## src/common/lpmc_pkg.sv

```systemverilog
// Constants, register map and state encoding of the low-power mode controller.
// Assumes a 20 MHz system clock that equals the core clock being gated.
package lpmc_pkg;
  localparam int CLK_PERIOD_NS = 50;
  localparam int CNT_W = 18;
  localparam int ONCHIP_N = 8;
  localparam int AXI_AW = 8;

  // Register byte addresses
  localparam logic [7:0] ADDR_IO_CTRL = 8'h00;
  localparam logic [7:0] ADDR_CPU_CTRL = 8'h04;
  localparam logic [7:0] ADDR_IRQ_EN = 8'h08;
  localparam logic [7:0] ADDR_STATUS = 8'h0C;

  // Field positions
  localparam int IO_STOP_POSITION = 5;
  localparam int QUICK_RECOVERY_POS = 3;
  localparam int STOP_BUS_GRANT_POSITION = 5;
  localparam int STANDBY_SELECT_POS = 6;
  localparam int CLOCK_DIVIDE_POS = 7;
  localparam int EXT_IRQ_N = 3;
  localparam int ONCHIP_EN_LSB = 8;

  // Reset values and writable bits
  localparam logic [7:0] IO_CTRL_RST = 8'h00;
  localparam logic [7:0] CPU_CTRL_RST = 8'h00;
  localparam logic [15:0] IRQ_EN_RST = 16'h0000;
  localparam logic [7:0] IO_CTRL_WMASK = 8'h20;
  localparam logic [7:0] CPU_CTRL_WMASK = 8'hE8;
  localparam logic [15:0] IRQ_EN_WMASK = 16'hFF07;

  // On-chip sources halted by io-stop (serial channels, clocked serial, timers)
  localparam logic [ONCHIP_N-1:0] IO_HALTED_MASK = 8'h1F;

  // Restart times in half clock periods, then whole cycles rounded up
  localparam int SLEEP_WAKE_HALF_CLK = 3;
  localparam int IDLE_WAKE_HALF_CLK = 19;
  localparam logic [CNT_W-1:0] SLEEP_WAKE_CYC = CNT_W'((SLEEP_WAKE_HALF_CLK + 1) / 2);
  localparam logic [CNT_W-1:0] IDLE_WAKE_CYC = CNT_W'((IDLE_WAKE_HALF_CLK + 1) / 2);
  localparam logic [CNT_W-1:0] IDLE_BUS_EXTRA_CYC = 18'h0_0008;
  localparam logic [CNT_W-1:0] STBY_QUICK_CYC = 18'h0_0040;
  localparam logic [CNT_W-1:0] STBY_SLOW_CYC = 18'h2_0000;

  localparam logic [1:0] RESP_OKAY = 2'h0;
  localparam logic [1:0] RESP_SLVERR = 2'h2;

  typedef enum logic [2:0] {
    ST_RUN, ST_SLEEP, ST_SYSSTOP, ST_IDLE, ST_STANDBY, ST_WAKE, ST_GRANT_WAIT, ST_GRANT
  } lpmc_state_t;
endpackage

```

## src/common/lpmc_cnt_if.sv

```systemverilog
// Carrier between the mode controller and its delay counter.
// Assumes both ends run on the same clock.
interface lpmc_cnt_if;
  logic load;
  logic [lpmc_pkg::CNT_W-1:0] load_val;
  logic busy;
  logic done;
  modport ctl (output load, output load_val, input busy, input done);
  modport cnt (input load, input load_val, output busy, output done);
endinterface

```

## src/design/lpmc_sync.sv

```systemverilog
// Two-flop synchroniser for pin inputs.
// Assumes idle level of every pin is high.
module lpmc_sync #(
  parameter int W = 5
) (
  input wire logic aclk,
  input wire logic aresetn,
  input wire logic [W-1:0] d,
  output logic [W-1:0] q
);
  typedef struct packed {
    logic [W-1:0] s1;
    logic [W-1:0] s2;
  } lpmc_sync_st_t;
  lpmc_sync_st_t st_reg, st_next;

  always_comb begin
    st_next.s1 = d;
    st_next.s2 = st_reg.s1;
  end

  always_ff @(posedge aclk) begin
    if (!aresetn) begin
      st_reg <= '1;
    end else begin
      st_reg <= st_next;
    end
  end

  assign q = st_reg.s2;
endmodule

```

## src/design/lpmc_down_cnt.sv

```systemverilog
// Restart and grant delay counter; done is high in the cycle the count expires.
// Assumes load is a one-cycle pulse with a nonzero value.
module lpmc_down_cnt (
  input wire logic aclk,
  input wire logic aresetn,
  lpmc_cnt_if.cnt cif
);
  typedef struct packed {
    logic busy;
    logic [lpmc_pkg::CNT_W-1:0] cnt;
  } lpmc_cnt_st_t;
  lpmc_cnt_st_t st_reg, st_next;

  always_comb begin
    st_next = st_reg;
    if (cif.load) begin
      st_next.busy = 1'b1;
      st_next.cnt = cif.load_val;
    end else if (st_reg.busy) begin
      st_next.cnt = st_reg.cnt - 1'b1;
      st_next.busy = (st_reg.cnt != 18'h0_0001);
    end
  end

  always_ff @(posedge aclk) begin
    if (!aresetn) begin
      st_reg <= '0;
    end else begin
      st_reg <= st_next;
    end
  end

  assign cif.busy = st_reg.busy;
  assign cif.done = st_reg.busy && (st_reg.cnt == 18'h0_0001) && !cif.load;
endmodule

```

## src/design/lpmc_ctrl.sv

```systemverilog
// Low-power mode controller: sleep, system stop, idle and standby entry and exit,
// clock gating, stop-mode bus grant and the system clock divider.
// Assumes an AXI4-Lite master on aclk, core inputs on aclk, pins asynchronous.
// Summary of operation
// - Sleep with all mode bits clear gates core, DMA and refresh; I/O runs.
// - Individually disabled interrupt sources never wake the device from sleep.
// - Enabled wake with global flag set services interrupt, return after sleep.
// - Enabled wake with global flag clear resumes at next instruction, no interrupt.
// - Sleep restart takes about one and a half clocks.
// - Io-stop halts serial channels and timers; clearing it restores them.
// - Sleep with io-stop set, standby select and quick recovery clear halts CPU and I/O; clock output keeps running.
// - System stop wakes like sleep, but io-stop-halted sources cannot wake.
// - Io-stop set, standby select clear, quick recovery set enters idle.
// - Idle keeps oscillator but blocks all clocks and output; refresh stops.
// - Idle exits only on reset, non-maskable or enabled external interrupt.
// - Idle restart takes about nine and a half clocks.
// - Idle bus grant with enable set responds eight cycles later than normal.
// - After bus request withdraws in idle, clock output gates off again.
// - Io-stop and standby select set enters standby, stopping the oscillator.
// - Standby interrupt exit waits 131072 clocks, or 64 with quick recovery.
// - Standby bus grant waits the same stabilisation delay.
// - Standby exit services interrupt on non-maskable or global flag set.
// - Waking maskable line released before delay ends keeps device in standby.
// - Reset selects divide-by-two; the divide bit then picks two or one.
module lpmc_ctrl #(
  parameter logic [lpmc_pkg::CNT_W-1:0] STBY_SLOW_CYC = lpmc_pkg::STBY_SLOW_CYC
) (
  input wire logic aclk,
  input wire logic aresetn,
  input wire logic [lpmc_pkg::AXI_AW-1:0] s_axi_awaddr,
  input wire logic s_axi_awvalid,
  output logic s_axi_awready,
  input wire logic [31:0] s_axi_wdata,
  input wire logic [3:0] s_axi_wstrb,
  input wire logic s_axi_wvalid,
  output logic s_axi_wready,
  output logic [1:0] s_axi_bresp,
  output logic s_axi_bvalid,
  input wire logic s_axi_bready,
  input wire logic [lpmc_pkg::AXI_AW-1:0] s_axi_araddr,
  input wire logic s_axi_arvalid,
  output logic s_axi_arready,
  output logic [31:0] s_axi_rdata,
  output logic [1:0] s_axi_rresp,
  output logic s_axi_rvalid,
  input wire logic s_axi_rready,
  input wire logic sleep_instruction,
  input wire logic global_interrupt_flag,
  input wire logic [lpmc_pkg::ONCHIP_N-1:0] onchip_irq,
  input wire logic [lpmc_pkg::EXT_IRQ_N-1:0] ext_irq_n,
  input wire logic nmi_n,
  input wire logic busreq_n,
  output logic busack_n,
  output logic cpu_clk_en,
  output logic dma_clk_en,
  output logic io_clk_en,
  output logic refresh_en,
  output logic system_clock_output_en,
  output logic osc_run,
  output logic sys_tick,
  output logic resume,
  output logic irq_take
);
  typedef struct packed {
    lpmc_pkg::lpmc_state_t state;
    logic from_stby;
    logic wake_nmi;
    logic quick_l;
    logic [7:0] io_control_reg;
    logic [7:0] cpu_control_reg;
    logic [15:0] irq_en_reg;
    logic div_ph;
    logic run_ack;
    logic aw_full;
    logic [lpmc_pkg::AXI_AW-1:0] awaddr;
    logic w_full;
    logic [31:0] wdata;
    logic [3:0] wstrb;
    logic bvalid;
    logic [1:0] bresp;
    logic rvalid;
    logic [31:0] rdata;
    logic [1:0] rresp;
  } lpmc_ctrl_st_t;

  lpmc_ctrl_st_t st_reg, st_next;
  lpmc_cnt_if cif ();
  logic [lpmc_pkg::EXT_IRQ_N+1:0] pins_s;
  logic [lpmc_pkg::EXT_IRQ_N-1:0] ext_act;
  logic [lpmc_pkg::ONCHIP_N-1:0] onchip_act;
  logic nmi_act, busreq_act, ext_wake, io_stop, stop_bus_grant_enable, wake_sleep, wake_stop;
  logic load;
  logic [lpmc_pkg::CNT_W-1:0] load_val;

  lpmc_sync #(
    .W(lpmc_pkg::EXT_IRQ_N + 2)
  ) u_sync (
    .aclk(aclk),
    .aresetn(aresetn),
    .d({busreq_n, nmi_n, ext_irq_n}),
    .q(pins_s)
  );

  lpmc_down_cnt u_cnt (
    .aclk(aclk),
    .aresetn(aresetn),
    .cif(cif)
  );

  assign ext_act = ~pins_s[lpmc_pkg::EXT_IRQ_N-1:0] & st_reg.irq_en_reg[lpmc_pkg::EXT_IRQ_N-1:0];
  assign nmi_act = !pins_s[lpmc_pkg::EXT_IRQ_N];
  assign busreq_act = !pins_s[lpmc_pkg::EXT_IRQ_N+1];
  assign onchip_act = onchip_irq & st_reg.irq_en_reg[lpmc_pkg::ONCHIP_EN_LSB +: lpmc_pkg::ONCHIP_N];
  assign ext_wake = |ext_act;
  assign io_stop = st_reg.io_control_reg[lpmc_pkg::IO_STOP_POSITION];
  assign stop_bus_grant_enable = st_reg.cpu_control_reg[lpmc_pkg::STOP_BUS_GRANT_POSITION];
  // Disabled sources are already masked out of the act vectors
  assign wake_sleep = ext_wake || nmi_act || (|onchip_act);
  assign wake_stop = ext_wake || nmi_act || (|(onchip_act & ~lpmc_pkg::IO_HALTED_MASK));

  always_comb begin
    st_next = st_reg;
    load = 1'b0;
    load_val = lpmc_pkg::SLEEP_WAKE_CYC;
    st_next.run_ack = busreq_act;
    // Divide-by-two alternates the tick; divide-by-one ticks every cycle
    st_next.div_ph = !st_reg.div_ph;

    case (st_reg.state)
      lpmc_pkg::ST_RUN: begin
        if (sleep_instruction) begin
          // Mode bits taken as they stand at the sleep instruction
          st_next.quick_l = st_reg.cpu_control_reg[lpmc_pkg::QUICK_RECOVERY_POS];
          if (!io_stop) begin
            st_next.state = lpmc_pkg::ST_SLEEP;
          end else if (st_reg.cpu_control_reg[lpmc_pkg::STANDBY_SELECT_POS]) begin
            st_next.state = lpmc_pkg::ST_STANDBY;
          end else if (st_reg.cpu_control_reg[lpmc_pkg::QUICK_RECOVERY_POS]) begin
            st_next.state = lpmc_pkg::ST_IDLE;
          end else begin
            st_next.state = lpmc_pkg::ST_SYSSTOP;
          end
        end
      end
      lpmc_pkg::ST_SLEEP, lpmc_pkg::ST_SYSSTOP: begin
        if ((st_reg.state == lpmc_pkg::ST_SLEEP) ? wake_sleep : wake_stop) begin
          load = 1'b1;
          load_val = lpmc_pkg::SLEEP_WAKE_CYC;
          st_next.wake_nmi = nmi_act;
          st_next.from_stby = 1'b0;
          st_next.state = lpmc_pkg::ST_WAKE;
        end
      end
      lpmc_pkg::ST_IDLE, lpmc_pkg::ST_STANDBY: begin
        st_next.from_stby = (st_reg.state == lpmc_pkg::ST_STANDBY);
        // Only pins wake these modes; on-chip sources have no clock
        if (ext_wake || nmi_act) begin
          load = 1'b1;
          st_next.wake_nmi = nmi_act;
          st_next.state = lpmc_pkg::ST_WAKE;
          if (st_reg.state == lpmc_pkg::ST_IDLE) begin
            load_val = lpmc_pkg::IDLE_WAKE_CYC;
          end else begin
            load_val = st_reg.quick_l ? lpmc_pkg::STBY_QUICK_CYC : STBY_SLOW_CYC;
          end
        end else if (stop_bus_grant_enable && busreq_act) begin
          load = 1'b1;
          st_next.state = lpmc_pkg::ST_GRANT_WAIT;
          if (st_reg.state == lpmc_pkg::ST_IDLE) begin
            load_val = lpmc_pkg::IDLE_BUS_EXTRA_CYC;
          end else begin
            load_val = st_reg.quick_l ? lpmc_pkg::STBY_QUICK_CYC : STBY_SLOW_CYC;
          end
        end
      end
      lpmc_pkg::ST_WAKE: begin
        if (st_reg.from_stby && !st_reg.wake_nmi && !ext_wake) begin
          // Maskable line dropped during stabilisation
          st_next.state = lpmc_pkg::ST_STANDBY;
        end else if (cif.done) begin
          st_next.state = lpmc_pkg::ST_RUN;
        end
      end
      lpmc_pkg::ST_GRANT_WAIT: begin
        if (!busreq_act) begin
          st_next.state = st_reg.from_stby ? lpmc_pkg::ST_STANDBY : lpmc_pkg::ST_IDLE;
        end else if (cif.done) begin
          st_next.state = lpmc_pkg::ST_GRANT;
        end
      end
      lpmc_pkg::ST_GRANT: begin
        if (!busreq_act) begin
          st_next.state = st_reg.from_stby ? lpmc_pkg::ST_STANDBY : lpmc_pkg::ST_IDLE;
        end
      end
      default: begin
        st_next.state = lpmc_pkg::ST_RUN;
      end
    endcase

    // Register bus: address and data are taken independently
    if (s_axi_awvalid && !st_reg.aw_full) begin
      st_next.aw_full = 1'b1;
      st_next.awaddr = s_axi_awaddr;
    end
    if (s_axi_wvalid && !st_reg.w_full) begin
      st_next.w_full = 1'b1;
      st_next.wdata = s_axi_wdata;
      st_next.wstrb = s_axi_wstrb;
    end
    if (st_reg.bvalid && s_axi_bready) begin
      st_next.bvalid = 1'b0;
    end
    if (st_reg.aw_full && st_reg.w_full && !st_reg.bvalid) begin
      st_next.aw_full = 1'b0;
      st_next.w_full = 1'b0;
      st_next.bvalid = 1'b1;
      st_next.bresp = lpmc_pkg::RESP_OKAY;
      if (st_reg.awaddr == lpmc_pkg::ADDR_IO_CTRL) begin
        if (st_reg.wstrb[0]) begin
          // Io-stop write takes effect at once; clearing it restores I/O
          st_next.io_control_reg = st_reg.wdata[7:0] & lpmc_pkg::IO_CTRL_WMASK;
        end
      end else if (st_reg.awaddr == lpmc_pkg::ADDR_CPU_CTRL) begin
        if (st_reg.wstrb[0]) begin
          st_next.cpu_control_reg = st_reg.wdata[7:0] & lpmc_pkg::CPU_CTRL_WMASK;
        end
      end else if (st_reg.awaddr == lpmc_pkg::ADDR_IRQ_EN) begin
        if (st_reg.wstrb[0]) begin
          st_next.irq_en_reg[7:0] = st_reg.wdata[7:0] & lpmc_pkg::IRQ_EN_WMASK[7:0];
        end
        if (st_reg.wstrb[1]) begin
          st_next.irq_en_reg[15:8] = st_reg.wdata[15:8] & lpmc_pkg::IRQ_EN_WMASK[15:8];
        end
      end else if (st_reg.awaddr != lpmc_pkg::ADDR_STATUS) begin
        st_next.bresp = lpmc_pkg::RESP_SLVERR;
      end
    end

    if (st_reg.rvalid && s_axi_rready) begin
      st_next.rvalid = 1'b0;
    end
    if (s_axi_arvalid && !st_reg.rvalid) begin
      st_next.rvalid = 1'b1;
      st_next.rresp = lpmc_pkg::RESP_OKAY;
      st_next.rdata = '0;
      if (s_axi_araddr == lpmc_pkg::ADDR_IO_CTRL) begin
        st_next.rdata[7:0] = st_reg.io_control_reg;
      end else if (s_axi_araddr == lpmc_pkg::ADDR_CPU_CTRL) begin
        st_next.rdata[7:0] = st_reg.cpu_control_reg;
      end else if (s_axi_araddr == lpmc_pkg::ADDR_IRQ_EN) begin
        st_next.rdata[15:0] = st_reg.irq_en_reg;
      end else if (s_axi_araddr == lpmc_pkg::ADDR_STATUS) begin
        st_next.rdata[7:0] = {2'h0, ~busack_n, busreq_act, nmi_act, st_reg.state};
      end else begin
        st_next.rresp = lpmc_pkg::RESP_SLVERR;
      end
    end
  end

  always_ff @(posedge aclk) begin
    if (!aresetn) begin
      st_reg <= '0;
      st_reg.state <= lpmc_pkg::ST_RUN;
      st_reg.io_control_reg <= lpmc_pkg::IO_CTRL_RST;
      st_reg.cpu_control_reg <= lpmc_pkg::CPU_CTRL_RST;
      st_reg.irq_en_reg <= lpmc_pkg::IRQ_EN_RST;
    end else begin
      st_reg <= st_next;
    end
  end

  assign cif.load = load;
  assign cif.load_val = load_val;

  assign s_axi_awready = !st_reg.aw_full;
  assign s_axi_wready = !st_reg.w_full;
  assign s_axi_bvalid = st_reg.bvalid;
  assign s_axi_bresp = st_reg.bresp;
  assign s_axi_arready = !st_reg.rvalid;
  assign s_axi_rvalid = st_reg.rvalid;
  assign s_axi_rdata = st_reg.rdata;
  assign s_axi_rresp = st_reg.rresp;

  // Clock gating follows the mode; only run state clocks the core
  assign cpu_clk_en = (st_reg.state == lpmc_pkg::ST_RUN);
  assign dma_clk_en = (st_reg.state == lpmc_pkg::ST_RUN);
  assign refresh_en = (st_reg.state == lpmc_pkg::ST_RUN);
  assign io_clk_en = !io_stop && ((st_reg.state == lpmc_pkg::ST_RUN) ||
                                  (st_reg.state == lpmc_pkg::ST_SLEEP));
  // Clock output stays on through sleep and system stop, off in idle
  assign system_clock_output_en = (st_reg.state == lpmc_pkg::ST_RUN) ||
                                  (st_reg.state == lpmc_pkg::ST_SLEEP) ||
                                  (st_reg.state == lpmc_pkg::ST_SYSSTOP) ||
                                  (st_reg.state == lpmc_pkg::ST_GRANT) ||
                                  ((st_reg.state == lpmc_pkg::ST_WAKE) && !st_reg.from_stby);
  // Oscillator restarts as soon as standby is left for a wake or grant wait
  assign osc_run = (st_reg.state != lpmc_pkg::ST_STANDBY);
  assign sys_tick = st_reg.cpu_control_reg[lpmc_pkg::CLOCK_DIVIDE_POS] || st_reg.div_ph;
  assign resume = (st_reg.state == lpmc_pkg::ST_WAKE) && cif.done &&
                  !(st_reg.from_stby && !st_reg.wake_nmi && !ext_wake);
  // Interrupt taken on non-maskable or global flag, else plain resume
  assign irq_take = resume && (st_reg.wake_nmi || global_interrupt_flag);
  // Normal grant one cycle after request; stop-mode grant via the delay
  assign busack_n = !((st_reg.state == lpmc_pkg::ST_GRANT) ||
                      (st_reg.run_ack && ((st_reg.state == lpmc_pkg::ST_RUN) ||
                                          (st_reg.state == lpmc_pkg::ST_SLEEP) ||
                                          (st_reg.state == lpmc_pkg::ST_SYSSTOP))));
endmodule

```

## config.mk

```make
export PLATFORM = sky130hd
export DESIGN_NAME = lpmc_ctrl
export DESIGN_NICKNAME = d
export VERILOG_FILES = /design/src/common/lpmc_pkg.sv /design/src/common/lpmc_cnt_if.sv /design/src/design/lpmc_sync.sv /design/src/design/lpmc_down_cnt.sv /design/src/design/lpmc_ctrl.sv
export SDC_FILE = /design/constraint.sdc
export NUM_CORES = 1
export LEC_CHECK = 0
export ABC_AREA = 1
export BUFFER_PORTS_ARGS = -buffer_cell sky130_fd_sc_hd__buf_2
export CORE_MARGIN = 3
export CORE_UTILIZATION = 36
export CTS_CLUSTER_DIAMETER = 50
export DETAILED_ROUTE_END_ITERATION = 6
export SYNTH_ARGS = -nofsm -noshare
export SYNTH_HDL_FRONTEND = slang
export SYNTH_SLANG_ARGS = --single-unit
```

## constraint.sdc

```tcl
create_clock -name aclk -period 1.5 [get_ports aclk]
set_clock_uncertainty 0.05 [all_clocks]
set_input_delay 0.15 -clock aclk [delete_from_list [all_inputs] [get_ports aclk]]
set_output_delay 0.15 -clock aclk [all_outputs]
set_load 0.02 [all_outputs]
```

==> metrics.md <==
| Metric | Value |
|---|---|
| Outcome | `complete, but fails checks` |
| Failing checks | `setup timing` |
| Largest net degree at the start of global routing | `57` |
| H-tree depth | `3` |
| F_max | `0.5001 GHz` |
| Routability cong. | `0.8560` |
| Post-synth top flop | `dfxtp_1` |
| Setup CP Type | `flop to output pin` |
| Syn Area/Cell | `7.345 um^2` |
| Fin crit period | `2000 ps` |
| Via/cell ratio | `4.696` |
| Initial antenna violation count | `0` |
| IO Pins | `125` |
| CP Capture Type | `output pin` |
| Clock sink count | `100` |
| Starting Density | `37.01%` |
| Worst setup margin | `-499.6 ps` |
| Reg2reg start | `st_reg[122]$_SDFFE_PN0P_` |
| HPWL after DPL | `9132 um` |
| Max_cap viols | `0` |
| CP Data Required Time | `1300 ps` |
| Hold Startpoint | `s_axi_wvalid` |
| Chip height | `120.4 um` |
| Fin. Hold Viols | `0` |
| Vias in the first global route | `4585` |
| Slowest Stage Delay on Critical Path | `330 ps` |
| Arrival time at the worst endpoint | `1800 ps` |
| Tot Pwr | `0.008462 W` |
| FF+latch area | `2014 um^2` |
| Placed cell area | `5680 um^2` |
| Sequential fraction of the synthesis area | `42.52%` |
| R2R depth | `12` |
| Relative slew slack | `62.63%` |
| Chip width | `120.4 um` |
| TritonCTS clock tree | `built` |
| PD cells | `1262 nW/um^2` |
| Worst flop-to-flop path endpoint | `st_reg[123]$_SDFFE_PN0P_` |
| Slew of the pin with the lowest slew margin | `560.0 ps` |
| RSZ-0062 raised after global routing | `true` |
| Hold path depth | `3` |
| First-pass GRT wire length | `20910 um` |
| R2R setup slack | `-220 ps` |
| CTS clock-pin slew for the worst setup and hold paths | `70 ps` |
| DIE AREA | `14490 um^2` |
| Crit path launch type | `flop` |
| Ant diodes | `0` |
| Post-Place Cells | `942` |
| Period utilisation layout | `133.3%` |
| GR Util All Layers | `17.68%` |
| Clock tree buffer depth | `2` |
| Fillcell total | `1216` |
| Syn Std Cell Area | `4708 um^2` |
| Total Wirelength | `12750 um` |
| Avg WL per Cell | `12.77 um` |
| Multi-input gate area | `2419 um^2` |
| Max-slew violation count | `0` |
| Area Growth Syn to Fin | `42.39%` |
| Post-route ant nets | `0` |
| Ys Warns | `0` |
| Layout Nets | `898` |
| # setup viols final | `31` |
| DRT iter0 DRCs | `303` |
| Core area | `12720 um^2` |
| Worst path slowest cell | `dfxtp_2` |
| Area contributors post-synth | `dfxtp_1 43%, nor2_1 8.1%, nand2_1 7.1%, buf_4 6.2%, o21ai_0 5.8%` |
| VDD IR max | `730.2 uV` |
| Port Buffer Count | `87` |
| Grt total ovfl | `0` |
| Most frequent CP cell | `nand3_2` |
| CTS buffer count | `9` |
| Vias | `4687` |
| EDFF count, synth | `0` |
| Distinct cells, synth | `41` |
| Largest register FFs | `50` |
| Yosys reg bits | `100` |
| Clock Root Buffer | `clkbuf_16` |
| Residual DRC | `0` |
| Hold Crit Class | `primary input to flop` |
| DRT Pass-1 Iters | `5` |
| CP max FO | `2` |
| Share of the synthesized area in the top cell type | `42.52%` |
| Pre-CTS setup slack | `-224.0 ps` |
| Leak | `3.101 nW` |
| Async SR Flop Fraction | `0%` |
| Mapped Cells | `641` |
| CP Cell Sequence | `inv_2, ha_4, nand3_2, nor2_1, nand4_1, nor2_2, nand3_2, nor3_4, o21a_2, buf_6` |
| Worst-Skew Late Latency | `350 ps` |
| Share of post-route cells with drive strength above 1 | `36.08%` |
| Cell row count | `41` |
| Fin cells | `998` |
| Final instance area | `6704 um^2` |
| Top cell type by total area after synthesis | `dfxtp_1` |
| Hold path endpoint | `st_reg[74]$_SDFFE_PP0P_` |
[through the flow]
step	TNS [ps]	hold slack, ps	utilization [%]
floorplan	-200.4	203.5	-
global placement	-3978	293.3	44.65
detailed placement	-4406	302.2	44.65
CTS	-4269	1.163	50.90
global route	-7342	11.18	52.69
finish	-4765	4.468	52.69
[synthesized netlist by cell type (8+ instances only)]
library cell / instances
or2_2: 12
dfxtp_1: 100
a21oi_1: 46
nand3_1: 34
nand2_1: 89
inv_1: 59
clkbuf_1: 13
buf_4: 39
xor2_1: 8
nor3_1: 16
o21ai_0: 55
nor2_2: 8
nor2_1: 102
nand4_1: 8
[critical path, delay by kind of cell (launching register included)]
kind	cells	cell delay, ps
and+or+nand+nor	6	660
DFF	1	330
buffers and inverters	2	180
AOI/OAI and AO/OA	1	160
adders and majority gates	1	120
[worst max path at each step]
| stage | startpoint | endpoint | slack (ps) | depth (start not counted) |
|---|---|---|---|---|
| detailed placement | u_cnt.st_reg[5]$_SDFFE_PN0P_ | irq_take | -220 | 9 |
| global route | u_cnt.st_reg[1]$_SDFFE_PN0P_ | irq_take | -620 | 10 |
| finish | u_cnt.st_reg[1]$_SDFFE_PN0P_ | irq_take | -500 | 10 |
| CTS | u_cnt.st_reg[1]$_SDFFE_PN0P_ | irq_take | -540 | 10 |
| global placement | st_reg[122]$_SDFFE_PN0P_ | u_cnt.st_reg[10]$_SDFFE_PN0P_ | -210 | 9 |
| floorplan | st_reg[121]$_SDFFE_PN0P_ | irq_take | -200 | 7 |
[final cells by class]
cell class	count	area share, %
inverters	65	3.733
clock inverters	5	0.6346
well taps	172	3.210
multi-input cells	437	36.08
flip-flops and latches	100	30.05
clock buffers	10	3.565
repair buffers	209	22.73
[layer usage]
metal	wire [um]	GRT usage, %	vias to the layer above
met5	0	0	-
met1	5712	23.10	2143
met3	567	3.555	26
met2	6143	28.82	131
met4	322	6.799	0
li1	-	-	2387
[cell usage in the layout (no fill, tap or decap), types with 9 or more instances in the layout]
cell / count
inv_2: 9
clkbuf_16: 9
buf_6: 20
nand2_1: 80
nand3_1: 31
dlygate4sd3_1: 25
buf_4: 85
a21oi_1: 44
nor3_1: 11
buf_2: 78
nor2_2: 16
or2_2: 12
o21ai_0: 52
inv_1: 52
dfxtp_1: 94
nor2_1: 89
conb_1: 18
[timing repair]
| item | CTS | global route |
|---|---|---|
| gates resized for setup | 61 | 45 |
| hold buffers | 25 | 0 |
| hold endpoints to repair | 25 | 0 |
| setup buffers | 10 | 9 |
| setup endpoints to repair | 31 | 48 |
| pin swaps | 7 | 10 |
[power by group]
part           switching (W)  internal [W]
logic                0.00170       0.00148
registers           0.000160       0.00288
clock network        0.00106       0.00118
total                0.00292       0.00555
[logic make-up after synthesis]
logic type	after synthesis	synth area share [%]
buffers and inverters	121	13.18
AOI/OAI and AO/OA	116	13.05
other	1	0.07965
and+or+nand+nor	293	29.15
DFF	100	42.52
adders and majority gates	2	0.5314
xor gates and xnor gates	8	1.488
No activity file was read; power rests on OpenSTA's default activity.
